==> config.mk <==
export PLATFORM = sky130hd
export DESIGN_NAME = uart_rx_status_flow_timeout
export DESIGN_NICKNAME = d
export VERILOG_FILES = /design/src/verilog/uart_rx_pkg.sv /design/src/verilog/queue_mem_if.sv /design/src/verilog/rx_queue_mem.sv /design/src/verilog/uart_rx_status_flow_timeout.sv
export SDC_FILE = /design/constraint.sdc
export NUM_CORES = 1
export LEC_CHECK = 0
export BUFFER_PORTS_ARGS = -buffer_cell sky130_fd_sc_hd__buf_4
export CAP_MARGIN = 5
export CORE_AREA = 2 2 137 165
export CTS_CLUSTER_DIAMETER = 60
export CTS_CLUSTER_SIZE = 12
export DETAILED_ROUTE_END_ITERATION = 8
export DIE_AREA = 0 0 139 167
export PLACE_DENSITY = 0.68
export REMOVE_ABC_BUFFERS = 1
export SLEW_MARGIN = 20
export SYNTH_ARGS = -nofsm -noshare
export SYNTH_HDL_FRONTEND = slang
export SYNTH_SLANG_ARGS = --single-unit
==> constraint.sdc <==
create_clock -name i_sys_clk -period 8.6 [get_ports i_sys_clk]
set_input_delay 0.86 -clock i_sys_clk [delete_from_list [all_inputs] [get_ports i_sys_clk]]
set_output_delay 0.86 -clock i_sys_clk [all_outputs]
set_load 0.01 [all_outputs]
==> src/verilog/uart_rx_pkg.sv <==
// Constants, field layout and types for the receive control block
package uart_rx_pkg;
  // Timing
  localparam int unsigned SYS_CLK_HZ      = 20_000_000;
  localparam int unsigned BAUD_RATE       = 9600;
  localparam int unsigned SAMPLE_DIV      = SYS_CLK_HZ / (16 * BAUD_RATE);
  localparam int unsigned CT_CLK_HZ       = 1_000_000;
  localparam int unsigned CT_DIV          = SYS_CLK_HZ / CT_CLK_HZ;
  localparam int unsigned OVR_GRACE_TICKS = 6;
  localparam int unsigned WDOG_BITS       = 64;
  localparam int unsigned BRK_END_EDGES   = 2;
  localparam int unsigned QUEUE_DEPTH     = 8;
  // Register offsets
  localparam logic [3:0] ADDR_MODE0   = 4'h0;
  localparam logic [3:0] ADDR_MODE1   = 4'h1;
  localparam logic [3:0] ADDR_STATUS  = 4'h2;
  localparam logic [3:0] ADDR_COMMAND = 4'h3;
  localparam logic [3:0] ADDR_RXDATA  = 4'h4;
  localparam logic [3:0] ADDR_ISR     = 4'h5;
  localparam logic [3:0] ADDR_IMR     = 4'h6;
  localparam logic [3:0] ADDR_CTU     = 4'h7;
  localparam logic [3:0] ADDR_CTL     = 4'h8;
  localparam logic [3:0] ADDR_CTCTRL  = 4'h9;
  // Reset values
  localparam logic [7:0] MODE0_RST = 8'h00;
  localparam logic [7:0] MODE1_RST = 8'h00;
  localparam logic [7:0] IMR_RST   = 8'h00;
  localparam logic [7:0] CTU_RST   = 8'h00;
  localparam logic [7:0] CTL_RST   = 8'h00;
  // Field positions
  localparam int M0_TURNAROUND = 0;
  localparam int M0_WDOG_EN    = 7;
  localparam int M1_MDROP_LO   = 3;
  localparam int M1_MDROP_HI   = 4;
  localparam int M1_BLOCK_ERR  = 5;
  localparam int M1_FLOW_EN    = 7;
  localparam int ST_AVAIL      = 0;
  localparam int ST_FULL       = 1;
  localparam int ST_OVERRUN    = 4;
  localparam int ST_PARITY     = 5;
  localparam int ST_FRAMING    = 6;
  localparam int ST_BREAK      = 7;
  localparam int IS_RX         = 1;
  localparam int IS_BRK_CHG    = 2;
  localparam int IS_CT_READY   = 3;
  localparam int IS_WDOG       = 6;
  localparam int CMD_RX_EN     = 0;
  localparam int CMD_RX_DIS    = 1;
  localparam int CT_START      = 0;
  localparam int CT_STOP_BIT   = 1;
  // Command codes, upper nibble
  localparam logic [3:0] CMD_RX_RESET  = 4'h2;
  localparam logic [3:0] CMD_ERR_RESET = 4'h4;
  localparam logic [3:0] CMD_BRK_CLR   = 4'h5;
  localparam logic [3:0] CMD_TMO_ON    = 4'ha;
  localparam logic [3:0] CMD_TMO_OFF   = 4'hc;

  typedef struct packed {
    logic       brk;
    logic       ferr;
    logic       perr;
    logic [7:0] data;
  } rx_entry_t;

  typedef enum {CT_IDLE, CT_RUN, CT_HALT, CT_LOAD} ct_state_t;
endpackage : uart_rx_pkg

==> src/verilog/queue_mem_if.sv <==
// Write and read signals between queue control and its storage
`timescale 1ns/1ns
interface queue_mem_if
  import uart_rx_pkg::*;
  #(parameter int DEPTH = QUEUE_DEPTH);
  localparam int AW = $clog2(DEPTH);
  logic            we;
  logic [AW-1:0]   waddr;
  logic [AW-1:0]   raddr;
  rx_entry_t       wdata;
  rx_entry_t       rdata;
  modport ctrl (output we, waddr, raddr, wdata, input rdata);
  modport mem  (input we, waddr, raddr, wdata, output rdata);
endinterface : queue_mem_if

==> src/verilog/rx_queue_mem.sv <==
// Storage of queued characters with registered read data
`timescale 1ns/1ns
module rx_queue_mem
  import uart_rx_pkg::*;
  #(parameter int DEPTH = QUEUE_DEPTH)
  (
  input wire logic i_sys_clk,
  queue_mem_if.mem q
  );
  rx_entry_t store [DEPTH];

  always_ff @(posedge i_sys_clk)
  begin
    if (q.we)
      store[q.waddr] <= q.wdata;
  end

  // Bypass keeps the head correct when it is written this cycle
  always_ff @(posedge i_sys_clk)
  begin
    if (q.we && q.waddr == q.raddr)
      q.rdata <= q.wdata;
    else
      q.rdata <= store[q.raddr];
  end
endmodule : rx_queue_mem

==> src/verilog/uart_rx_status_flow_timeout.sv <==
// Receive status, flow control, watchdog and timeout counter control
//
// Design decisions made here: the register offsets and the address-and-strobe port.
`timescale 1ns/1ns
module uart_rx_status_flow_timeout
  import uart_rx_pkg::*;
  #(
  parameter int DEPTH      = QUEUE_DEPTH,
  parameter int SAMP_DIV   = SAMPLE_DIV,
  parameter int CTR_DIV    = CT_DIV
  )
  (
  input  wire logic       i_sys_clk,
  input  wire logic       i_reset,
  input  wire logic [3:0] i_addr,
  input  wire logic [7:0] i_wr_data,
  input  wire logic       i_wr,
  input  wire logic       i_rd,
  output logic      [7:0] o_rd_data,
  input  wire logic       i_rxd,
  input  wire logic       i_start_valid,
  input  wire logic       i_char_done,
  input  wire logic [7:0] i_char_data,
  input  wire logic       i_char_perr,
  input  wire logic       i_char_ferr,
  input  wire logic       i_char_brk,
  input  wire logic       i_char_addr_tag,
  input  wire logic       i_tx_empty,
  input  wire logic       i_peer_load,
  input  wire logic       i_peer_timeout_on,
  output logic            o_rx_enable,
  output logic            o_timeout_on,
  output logic            o_char_load,
  output logic            o_flow_ready_out_n,
  output logic            o_irq
  );
  localparam int AW = $clog2(DEPTH);
  localparam int CW = AW + 1;
  localparam logic [CW-1:0] FULL_CNT = CW'(DEPTH);

  queue_mem_if #(.DEPTH(DEPTH)) qif ();

  rx_queue_mem #(.DEPTH(DEPTH)) u_mem (
    .i_sys_clk (i_sys_clk),
    .q         (qif.mem)
  );

  logic [7:0]    mode_register_zero;
  logic [7:0]    mode_register_one;
  logic [7:0]    interrupt_mask_reg;
  logic [7:0]    counter_preset_upper;
  logic [7:0]    counter_preset_lower;
  logic          rx_enabled;
  logic          timeout_on;
  logic          rxd_meta;
  logic          rxd_sync;
  logic [15:0]   samp_cnt;
  logic [3:0]    sub_cnt;
  logic          samp_tick;
  logic          bit_tick;
  logic [15:0]   ct_div_cnt;
  logic          ct_tick;
  logic [AW-1:0] wr_ptr;
  logic [AW-1:0] rd_ptr;
  logic [CW-1:0] count;
  logic          char_available_flag;
  rx_entry_t     hold;
  logic          hold_valid;
  logic          overrun;
  logic          grace_active;
  logic [2:0]    grace_cnt;
  logic          rts_negated;
  logic          brk_active;
  logic [1:0]    brk_hi_cnt;
  logic          brk_change;
  logic [2:0]    acc_status;
  logic [6:0]    wd_cnt;
  logic          wd_flag;
  logic [15:0]   ct_value;
  logic          ct_ready;
  ct_state_t     ct_state;

  logic          wr_cmd;
  logic [3:0]    cmd_hi;
  logic          rx_reset;
  logic          err_reset;
  logic          multidrop;
  logic          accept;
  logic          full;
  logic          slot_free;
  logic          pop;
  logic          push_hold;
  logic          push_new;
  logic          push;
  logic          ct_restart;
  logic          ct_expire;
  logic [15:0]   preset;
  logic [2:0]    head_status;
  logic [2:0]    shown_status;
  logic [7:0]    channel_status_reg;
  logic [7:0]    interrupt_status_reg;

  assign wr_cmd    = i_wr && i_addr == ADDR_COMMAND;
  assign cmd_hi    = i_wr_data[7:4];
  assign rx_reset  = wr_cmd && cmd_hi == CMD_RX_RESET;
  assign err_reset = wr_cmd && cmd_hi == CMD_ERR_RESET;
  assign multidrop = mode_register_one[M1_MDROP_HI]
                   && mode_register_one[M1_MDROP_LO];
  assign preset    = {counter_preset_upper, counter_preset_lower};
  assign full      = count == FULL_CNT;

  // Character intake
  assign accept = i_char_done && !rx_reset
                && (rx_enabled || (multidrop && i_char_addr_tag));
  assign pop = i_rd && i_addr == ADDR_RXDATA && count != '0;
  assign slot_free = !full || pop;
  assign push_hold = hold_valid && slot_free;
  assign push_new  = accept && !hold_valid && slot_free;
  assign push      = (push_hold || push_new) && !rx_reset;

  assign qif.we    = push;
  assign qif.waddr = wr_ptr;
  assign qif.wdata = push_hold ? hold
                   : rx_entry_t'{i_char_brk, i_char_ferr, i_char_perr,
                                 i_char_data};
  assign qif.raddr = rx_reset ? '0 : (pop ? rd_ptr + 1'b1 : rd_ptr);

  assign head_status  = char_available_flag
                      ? {qif.rdata.brk, qif.rdata.ferr, qif.rdata.perr}
                      : 3'b000;
  assign shown_status = mode_register_one[M1_BLOCK_ERR]
                      ? acc_status : head_status;

  always_comb
  begin
    channel_status_reg              = 8'h00;
    channel_status_reg[ST_AVAIL]    = char_available_flag;
    channel_status_reg[ST_FULL]     = full;
    channel_status_reg[ST_OVERRUN]  = overrun;
    channel_status_reg[ST_PARITY]   = shown_status[0];
    channel_status_reg[ST_FRAMING]  = shown_status[1];
    channel_status_reg[ST_BREAK]    = shown_status[2];
  end

  always_comb
  begin
    interrupt_status_reg              = 8'h00;
    interrupt_status_reg[IS_RX]       = char_available_flag
                                      && (rx_enabled || multidrop);
    interrupt_status_reg[IS_BRK_CHG]  = brk_change;
    interrupt_status_reg[IS_CT_READY] = ct_ready;
    interrupt_status_reg[IS_WDOG]     = wd_flag
                                      && mode_register_zero[M0_WDOG_EN];
  end

  // Pin synchroniser
  always_ff @(posedge i_sys_clk)
  begin
    if (i_reset)
    begin
      rxd_meta <= 1'b1;
      rxd_sync <= 1'b1;
    end
    else
    begin
      rxd_meta <= i_rxd;
      rxd_sync <= rxd_meta;
    end
  end

  // Sample and bit rate enables
  always_ff @(posedge i_sys_clk)
  begin
    if (i_reset)
    begin
      samp_cnt <= '0;
      sub_cnt  <= '0;
    end
    else if (samp_tick)
    begin
      samp_cnt <= '0;
      sub_cnt  <= sub_cnt + 4'h1;
    end
    else
      samp_cnt <= samp_cnt + 16'h0001;
  end
  assign samp_tick = samp_cnt == 16'(SAMP_DIV - 1);
  assign bit_tick  = samp_tick && sub_cnt == 4'hf;

  // Counter clock enable
  always_ff @(posedge i_sys_clk)
  begin
    if (i_reset || ct_tick)
      ct_div_cnt <= '0;
    else
      ct_div_cnt <= ct_div_cnt + 16'h0001;
  end
  assign ct_tick = ct_div_cnt == 16'(CTR_DIV - 1);

  // Software registers
  always_ff @(posedge i_sys_clk)
  begin
    if (i_reset)
    begin
      mode_register_zero   <= MODE0_RST;
      mode_register_one    <= MODE1_RST;
      interrupt_mask_reg   <= IMR_RST;
      counter_preset_upper <= CTU_RST;
      counter_preset_lower <= CTL_RST;
    end
    else if (i_wr)
    begin
      unique case (i_addr)
        ADDR_MODE0:  mode_register_zero   <= i_wr_data;
        ADDR_MODE1:  mode_register_one    <= i_wr_data;
        ADDR_IMR:    interrupt_mask_reg   <= i_wr_data;
        ADDR_CTU:    counter_preset_upper <= i_wr_data;
        ADDR_CTL:    counter_preset_lower <= i_wr_data;
        default:     ;
      endcase
    end
  end

  // Receiver enable and timeout mode
  always_ff @(posedge i_sys_clk)
  begin
    if (i_reset || rx_reset)
      rx_enabled <= 1'b0;
    else if (wr_cmd && i_wr_data[CMD_RX_DIS])
      rx_enabled <= 1'b0;
    else if (wr_cmd && i_wr_data[CMD_RX_EN])
      rx_enabled <= 1'b1;
  end

  always_ff @(posedge i_sys_clk)
  begin
    if (i_reset)
      timeout_on <= 1'b0;
    else if (wr_cmd && cmd_hi == CMD_TMO_ON)
      timeout_on <= 1'b1;
    else if (wr_cmd && cmd_hi == CMD_TMO_OFF)
      timeout_on <= 1'b0;
  end

  // Queue pointers and holding register
  always_ff @(posedge i_sys_clk)
  begin
    if (i_reset || rx_reset)
    begin
      wr_ptr     <= '0;
      rd_ptr     <= '0;
      count      <= '0;
      hold_valid <= 1'b0;
      hold       <= '0;
      char_available_flag <= 1'b0;
    end
    else
    begin
      wr_ptr <= wr_ptr + AW'(push);
      rd_ptr <= rd_ptr + AW'(pop);
      count  <= count + CW'(push) - CW'(pop);
      char_available_flag <= count != '0;
      if (accept && !push_new)
      begin
        hold       <= qif.wdata.data == i_char_data && !push_hold
                    ? qif.wdata
                    : rx_entry_t'{i_char_brk, i_char_ferr, i_char_perr,
                                  i_char_data};
        hold_valid <= 1'b1;
      end
      else if (push_hold)
        hold_valid <= 1'b0;
    end
  end

  // Overrun grace window after start bit
  always_ff @(posedge i_sys_clk)
  begin
    if (i_reset || rx_reset || pop)
    begin
      grace_active <= 1'b0;
      grace_cnt    <= '0;
    end
    else if (i_start_valid && full && hold_valid && !grace_active
             && !overrun && rx_enabled)
    begin
      grace_active <= 1'b1;
      grace_cnt    <= '0;
    end
    else if (grace_active && samp_tick)
    begin
      if (grace_cnt == 3'(OVR_GRACE_TICKS - 1))
        grace_active <= 1'b0;
      grace_cnt <= grace_cnt + 3'h1;
    end
  end

  always_ff @(posedge i_sys_clk)
  begin
    if (i_reset || rx_reset)
      overrun <= 1'b0;
    else if (grace_active && samp_tick && !pop
             && grace_cnt == 3'(OVR_GRACE_TICKS - 1))
      overrun <= 1'b1;
    else if (err_reset)
      overrun <= 1'b0;
  end

  // Accumulated status for block mode
  always_ff @(posedge i_sys_clk)
  begin
    if (i_reset || rx_reset)
      acc_status <= 3'b000;
    else if (err_reset)
      acc_status <= head_status;
    else
      acc_status <= acc_status | head_status;
  end

  // Break tracking
  always_ff @(posedge i_sys_clk)
  begin
    if (i_reset || rx_reset)
    begin
      brk_active <= 1'b0;
      brk_hi_cnt <= '0;
    end
    else if (i_char_done && i_char_brk && !brk_active)
    begin
      brk_active <= 1'b1;
      brk_hi_cnt <= '0;
    end
    else if (brk_active && bit_tick)
    begin
      if (!rxd_sync)
        brk_hi_cnt <= '0;
      else if (brk_hi_cnt == 2'(BRK_END_EDGES - 1))
        brk_active <= 1'b0;
      else
        brk_hi_cnt <= brk_hi_cnt + 2'h1;
    end
  end

  always_ff @(posedge i_sys_clk)
  begin
    if (i_reset || rx_reset)
      brk_change <= 1'b0;
    else if ((i_char_done && i_char_brk && !brk_active)
             || (brk_active && bit_tick && rxd_sync
                 && brk_hi_cnt == 2'(BRK_END_EDGES - 1)))
      brk_change <= 1'b1;
    else if (wr_cmd && cmd_hi == CMD_BRK_CLR)
      brk_change <= 1'b0;
  end

  // Flow control output
  always_ff @(posedge i_sys_clk)
  begin
    if (i_reset || rx_reset)
      rts_negated <= 1'b0;
    else if (mode_register_one[M1_FLOW_EN] && i_start_valid && full)
      rts_negated <= 1'b1;
    else if (!full || !mode_register_one[M1_FLOW_EN])
      rts_negated <= 1'b0;
  end

  always_ff @(posedge i_sys_clk)
  begin
    if (i_reset)
      o_flow_ready_out_n <= 1'b0;
    else if (mode_register_zero[M0_TURNAROUND])
      o_flow_ready_out_n <= !i_tx_empty;
    else
      o_flow_ready_out_n <= rts_negated;
  end

  // Watchdog
  always_ff @(posedge i_sys_clk)
  begin
    if (i_reset || rx_reset || push || pop)
    begin
      wd_cnt  <= '0;
      wd_flag <= 1'b0;
    end
    else if (rx_enabled && bit_tick && !wd_flag)
    begin
      if (wd_cnt == 7'(WDOG_BITS - 1))
        wd_flag <= 1'b1;
      wd_cnt <= wd_cnt + 7'h01;
    end
  end

  // Counter/timer
  assign ct_restart = timeout_on
                    && (push || (i_peer_load && i_peer_timeout_on));
  assign ct_expire  = ct_state == CT_RUN && ct_tick && ct_value == '0;

  always_ff @(posedge i_sys_clk)
  begin
    if (i_reset)
    begin
      ct_state <= CT_IDLE;
      ct_value <= '0;
    end
    else if (wr_cmd && cmd_hi == CMD_TMO_ON)
      ct_state <= CT_IDLE;
    else if (ct_restart)
      ct_state <= CT_HALT;
    else if (!timeout_on && i_wr && i_addr == ADDR_CTCTRL)
    begin
      if (i_wr_data[CT_STOP_BIT])
        ct_state <= CT_IDLE;
      else if (i_wr_data[CT_START])
      begin
        ct_state <= CT_RUN;
        ct_value <= preset;
      end
    end
    else if (ct_tick)
    begin
      unique case (ct_state)
        CT_IDLE: ;
        CT_HALT:
        begin
          ct_state <= CT_LOAD;
          ct_value <= preset;
        end
        CT_LOAD: ct_state <= CT_RUN;
        CT_RUN:
        begin
          if (ct_value != '0)
            ct_value <= ct_value - 16'h0001;
          else if (timeout_on)
            ct_state <= CT_IDLE;
          else
            ct_value <= preset;
        end
      endcase
    end
  end

  always_ff @(posedge i_sys_clk)
  begin
    if (i_reset)
      ct_ready <= 1'b0;
    else if (ct_expire && !ct_restart)
      ct_ready <= 1'b1;
    else if (ct_restart || (wr_cmd && cmd_hi == CMD_TMO_ON))
      ct_ready <= 1'b0;
  end

  // Bus read port and outputs
  always_ff @(posedge i_sys_clk)
  begin
    if (i_reset)
      o_rd_data <= 8'h00;
    else if (i_rd)
    begin
      unique case (i_addr)
        ADDR_MODE0:  o_rd_data <= mode_register_zero;
        ADDR_MODE1:  o_rd_data <= mode_register_one;
        ADDR_STATUS: o_rd_data <= channel_status_reg;
        ADDR_RXDATA: o_rd_data <= pop ? qif.rdata.data : 8'h00;
        ADDR_ISR:    o_rd_data <= interrupt_status_reg;
        ADDR_IMR:    o_rd_data <= interrupt_mask_reg;
        ADDR_CTU:    o_rd_data <= counter_preset_upper;
        ADDR_CTL:    o_rd_data <= counter_preset_lower;
        default:     o_rd_data <= 8'h00;
      endcase
    end
    else
      o_rd_data <= 8'h00;
  end

  always_ff @(posedge i_sys_clk)
  begin
    if (i_reset)
    begin
      o_irq        <= 1'b0;
      o_rx_enable  <= 1'b0;
      o_timeout_on <= 1'b0;
      o_char_load  <= 1'b0;
    end
    else
    begin
      o_irq        <= |(interrupt_status_reg & interrupt_mask_reg);
      o_rx_enable  <= rx_enabled && !rx_reset
                   && !(wr_cmd && i_wr_data[CMD_RX_DIS]);
      o_timeout_on <= timeout_on;
      o_char_load  <= push;
    end
  end
endmodule : uart_rx_status_flow_timeout

* Yosys cells after proc, flatten, opt, wreduce, memory -nomap -nowiden
Memory sizes are Yosys's and may differ from the RTL's. A register that Yosys moved wholly into a read port is not among the register bits. Cells that the tools add are included.
Word-level totals: register bits 186, RAM bits 88, input bits 34, memories 1
Memory list:
- u_mem.store | depth 8, width 11, rd ports 1, clocked after Yosys merged registers in 1, wr ports 1, RTL line rx_queue_mem.sv:10 | rx_entry_t store [DEPTH];
Cells by class: $add $sub $neg 12, equality and inequality tests 36, muxes and demuxes 48, bitwise logic cells 5, reduce and logical (&&, ||, !) cells 117
Operators with widths (count):
- $mux 32 | 6
- $eq 32x2->1 const B | 3
- $mux 16 | 6
- $pmux 32 s3 | 1
- $pmux 8 s8 | 1
- $logic_and 1x1->1 | 49
- $add 16x1->16 const B | 2
- $eq 32x1->1 const B | 1
- $pmux 16 s2 | 1
- $eq 4x3->1 const B | 6
- $eq 4x4->1 const B | 6
- $reduce_bool 2->1 | 12
- $mux 1 | 22
- $mux 11 | 2
- $eq 16x5->1 const B | 1
- $eq 16x8->1 const B | 1
- $logic_not 16->1 | 1
- $ne 4x4->1 const B | 4
- $reduce_and 2->1 | 8
- $reduce_bool 16->1 | 1
- $sub 16x1->16 const B | 1
- $logic_not 1->1 | 15
- $mux 3 | 5
- $logic_or 1x1->1 | 13
- other kinds (30) | 50

* Longest topological paths before layout
depth after elaboration 15, mapped depth 12

* Cells and area by module
Synthesis repeated with hierarchy kept, for this count alone.
Unflattened totals: cells, all modules 1029, area total of the unflattened synthesis 10966.8 µm²
By module, submodules not included:
- uart_rx_status_flow_timeout | times used 1, cells each 887, area each 7469.7 µm², seq. area each 3123.0 µm²
- rx_queue_mem | times used 1, cells each 142, area each 3497.1 µm², seq. area each 2702.6 µm²

* Worst setup path before layout
Ideal clock, no wire load.
kind in2reg, from input port i_addr[0], to memory u_mem.store[2][0] in the netlist's numbering, enable pin, library setup time 0.412 ns, data arrival time 3.187 ns, required time 8.188 ns, path slack 5.001 ns, cell stages on the path 5, path buffers 1, cell sequence buf_2 or4b_4 o21bai_4 nand2_1 nor4b_1
On the way: longest elaborated chain between the ends 12, elaborated cells on any way between the ends 17, classes of those cells eq/ne (2); mux (2); reduce/logical (13)
RTL lines:
- start: declaration | RTL line uart_rx_status_flow_timeout.sv:15 | input wire logic [3:0] i_addr,
- $eq 4x2->1 | RTL line uart_rx_status_flow_timeout.sv:103 | assign wr_cmd = i_wr && i_addr == ADDR_COMMAND;
- $logic_and 1x1->1 | RTL line uart_rx_status_flow_timeout.sv:103
- $logic_and 1x1->1 | RTL line uart_rx_status_flow_timeout.sv:105 | assign rx_reset = wr_cmd && cmd_hi == CMD_RX_RESET;
- $logic_not 1->1 | RTL line uart_rx_status_flow_timeout.sv:113, uart_rx_status_flow_timeout.sv:119
- $logic_and 1x1->1 | RTL line uart_rx_status_flow_timeout.sv:113 | assign accept = i_char_done && !rx_reset
- $logic_and 1x1->1 | RTL line uart_rx_status_flow_timeout.sv:114 | && (rx_enabled || (multidrop && i_char_addr_tag));
- $logic_and 1x1->1 (2 in series) | RTL line uart_rx_status_flow_timeout.sv:118 | assign push_new = accept && !hold_valid && slot_free;
- $logic_or 1x1->1 | RTL line uart_rx_status_flow_timeout.sv:119 | assign push = (push_hold || push_new) && !rx_reset;
- $logic_and 1x1->1 * | RTL line uart_rx_status_flow_timeout.sv:119
- $mux 1 * | RTL line rx_queue_mem.sv:14 | if (q.we)
- $mux 1 (not written as such) * | RTL line rx_queue_mem.sv:15 | store[q.waddr] <= q.wdata;
- end: declaration | RTL line rx_queue_mem.sv:10
Mark *: on every way between the ends. The rest lies on a longest branch, timed or not.

* Worst setup path after layout
from input port i_addr[0], to memory u_mem.store[1][4] in the netlist's numbering, enable pin
On the way: longest elaborated chain between the ends 12, elaborated cells on any way between the ends 17, classes of those cells eq/ne (2); mux (2); reduce/logical (13)
RTL lines:
- $eq 4x2->1 | RTL line uart_rx_status_flow_timeout.sv:103
- $logic_and 1x1->1 | RTL line uart_rx_status_flow_timeout.sv:103
- $logic_and 1x1->1 | RTL line uart_rx_status_flow_timeout.sv:105
- $logic_not 1->1 | RTL line uart_rx_status_flow_timeout.sv:113, uart_rx_status_flow_timeout.sv:119
- $logic_and 1x1->1 | RTL line uart_rx_status_flow_timeout.sv:113
- $logic_and 1x1->1 | RTL line uart_rx_status_flow_timeout.sv:114
- $logic_and 1x1->1 (2 in series) | RTL line uart_rx_status_flow_timeout.sv:118
- $logic_or 1x1->1 | RTL line uart_rx_status_flow_timeout.sv:119
- $logic_and 1x1->1 * | RTL line uart_rx_status_flow_timeout.sv:119
- net push | RTL line uart_rx_status_flow_timeout.sv:94 | logic push;
- $mux 1 * | RTL line rx_queue_mem.sv:14
- $mux 1 (not written as such) * | RTL line rx_queue_mem.sv:15
Mark *: on every way through the listed nets, which the timed path passes. The rest lies on a longest branch.

==> results by group <==
Outcome
  – Run status: completed

Yosys
  – Sequential share of the synthesized area: 52.8%
  – Main synth FF type: dfxtp_1
  – Synth cell types: 74
  – Post-Syn Area: 11000 µm²
  – FFs w/ async S/R, synth: 0%
  – Number of flops mapped to enable cells by yosys: 88
  – Syn Inst Count: 1024
  – Yosys warns: 0
  – Flops & latches, synth: 247
  – Syn Area/Cell: 10.8 µm²

Setup path
  – Crit path required time: 8.83 ns
  – R2R depth: 9
  – Critical path launch point: i_addr[0]
  – R2R Setup Slk: 5.49 ns
  – CP startpoint kind: primary input
  – Setup crit end kind: flip-flop
  – Worst Path Arrival: 3.34 ns
  – Crit path to: u_mem.store[1][4]$_DFFE_PP_
  – CP Max Fanout: 28
  – Worst R2R Start: count[2]$_SDFF_PP0_
  – Critical R2R Capture: u_mem.store[1][4]$_DFFE_PP_
  – Crit Path Category: primary input to flip-flop

Finish
  – Ant. Diodes: 0
  – Post-Layout Cell Count: 1339
  – Layout filler cell count: 1846
  – Final core utilization: 56.9%
  – Layout cells sized above 1: 15.3%
  – Most flop-heavy register: u_mem.store
  – Largest register FFs: 88
  – Area Growth Syn to Fin: 11.1%
  – Nets: 1108
  – Final instance area: 12300 µm²

Route
  – Final wirelength: 25600 µm
  – DRT iter0 DRCs: 475
  – Avg WL per Cell: 19.1 µm
  – Vias: 7837
  – Routed Antenna Nets: 0
  – DRC: 0
  – DR vias/cell: 5.85
  – First-pass DRT Iterations: 6

Power
  – Total Power: 2.30 mW
  – Worst VDD drop: 0.163 mV
  – Leakage power: 4.25 nW
  – Power Density: 188 nW/µm²

Place
  – Pre-CTS setup slack: 4.88 ns
  – IO buf count: 46
  – Routability cong.: 0.912
  – Dpl cells: 1299
  – DP Wirelength: 17300 µm
  – Placed cell area: 11500 µm²

Timing
  – Final hold vios: 0
  – Hold WS: 0.406 ns
  – Final Max Slew Viols: 0
  – TNS Setup: 0 ns
  – Setup violators final: 0
  – Slew @ Worst Pin: 1.05 ns
  – Final Skew: 0.0248 ns
  – Min Tclk post-route: 3.11 ns
  – Slew headroom: 29.6%
  – Final setup slack of the worst path: 5.49 ns
  – RSZ-0062 raised after global routing: false
  – Final Cycle Share: 36.2%
  – Max Clock Freq: 0.322 GHz

Die
  – Die width: 139 µm
  – Row count: 59
  – IO Pins: 47
  – Full die area: 23200 µm²
  – Starting density of the core: 51.2%
  – Core Footprint: 21600 µm²
  – DIE HEIGHT: 167 µm

Worst hold path
  – Hold Crit Start: rxd_meta$_SDFF_PP1_
  – Hold depth: 1
  – Worst Hold Class: flip-flop to flip-flop

Clocking
  – Clk root buf: clkbuf_16
  – Post-CTS setup buffers: 0
  – Worst-Skew Late Latency: 0.53 ns
  – CTS Buffer Depth: 3
  – # hold bufs at CTS: 0
  – Clk slew on worst S/H paths: 0.06 ns
  – CTS Sinks: 247
  – CTS resizes: 0
  – CTS Buf Count: 25
  – H-tree levels: 1
  – CTS tree: done

Global routing
  – Pin count of the biggest net entering global routing: 73
  – Antenna violations before repair: 1
  – Global-route wire length before repair: 40900 µm
  – Total grt overflow: 0
  – GRT Util Overall: 21.8%
  – Vias in the first global route: 7549

Flow run
  – Max-cap violation count: 0
==> final cells by class <==
type	instances	area [µm²]	share of cell area (%)
clock buffers	36	667	5.44
flip-flops and latches	247	5830	47.5
clock inverters	4	48.8	0.398
inverters	24	90.1	0.734
repair buffers	53	398	3.24
multi-input cells	701	4890	39.9
well taps	274	343	2.79
==> cell usage after synthesis (all sizes together), types with 8 or more instances <==
cell / instances / area share [%]
a21oi: 76 / 3.6
a22oi: 9 / 0.61
and2: 14 / 0.79
and3: 20 / 1.1
buf: 25 / 1.5
clkbuf: 27 / 0.92
dfxtp: 159 / 29
edfxtp: 88 / 24
ha: 21 / 2.4
inv: 24 / 0.82
mux2: 20 / 2.0
mux2i: 39 / 3.5
mux4: 22 / 4.5
nand2: 76 / 2.6
nand3: 52 / 2.5
nand4: 8 / 0.45
nor2: 126 / 4.3
nor2b: 9 / 0.51
nor3: 25 / 1.1
nor4: 10 / 0.57
o21ai: 27 / 1.5
xnor2: 17 / 1.3
xor2: 26 / 2.1
==> worst min path at each step <==
stage	end	slack [ns]
4_1_cts	rxd_sync$_SDFF_PP1_	0.40
6_report	rxd_sync$_SDFF_PP1_	0.41
3_3_place_gp	rxd_sync$_SDFF_PP1_	0.39
3_5_place_dp	rxd_sync$_SDFF_PP1_	0.39
2_1_floorplan	rxd_sync$_SDFF_PP1_	0.39
5_1_grt	rxd_sync$_SDFF_PP1_	0.42
==> routing by layer <==
layer | wire length (µm) | global-route usage, %
met2 | 12700 | 38.0
met3 | 1270 | 3.19
met5 | 16 | 0
met4 | 744 | 7.60
met1 | 10800 | 27.8
==> cells by family (layout without fill, tap and decap cells) <==
group,Yosys count,count (layout),share of synthesized area (%)
XOR/XNOR,43,43,3.41
AND/OR/NAND/NOR,389,389,17.9
adder cells (fa/ha/maj),22,22,2.56
AO/OA/AOI/OAI,166,166,10.1
buffers and inverters,76,117,3.23
multiplexers,81,81,10.1
flip-flops,247,247,52.8
==> worst max-delay path, cell delays in order <==
cell,delay [ns]
buf_4,0.22
or4b_4,0.57
o21bai_4,0.21
nand2_1,0.23
inv_1,0.14
nand2_1,0.15
nor3_1,0.63
buf_4,0.30
==> where the power goes <==
part / switching, mW / internal (mW) / leakage, nW / total, mW
registers: 0.00690 / 1.22 / 2.07 / 1.22
logic: 0.0562 / 0.0282 / 1.83 / 0.0844
clock network: 0.433 / 0.564 / 0.347 / 0.997
total: 0.496 / 1.81 / 4.25 / 2.30
==> cell usage in the layout (no fill, tap or decap), types with 4 or more instances in the layout <==
cell,synthesis,final
clkbuf_16,0,25
nor3b_1,6,4
mux2i_1,39,39
a21oi_2,5,5
or2_2,5,5
nand3_1,51,51
a32oi_1,4,4
nor3_1,25,25
a211oi_1,4,4
and4_1,4,4
o21ai_2,8,8
nor2_1,125,125
or3_1,7,7
ha_1,21,21
xnor2_1,17,17
mux4_2,22,22
dfxtp_1,159,159
o211ai_1,4,4
edfxtp_1,88,88
buf_4,1,53
nand2b_1,4,4
a21o_1,6,6
xor2_1,26,26
a31oi_1,7,7
nor4_1,10,9
nand2_1,76,76
and3_1,20,20
o21ai_0,19,19
mux2_2,20,20
nor2b_1,9,9
nand4_1,8,8
a22oi_1,9,9
inv_1,24,24
a21oi_1,71,71
and2_1,14,14
clkbuf_1,27,11
Note: power is estimated with default switching activity, not from simulation.
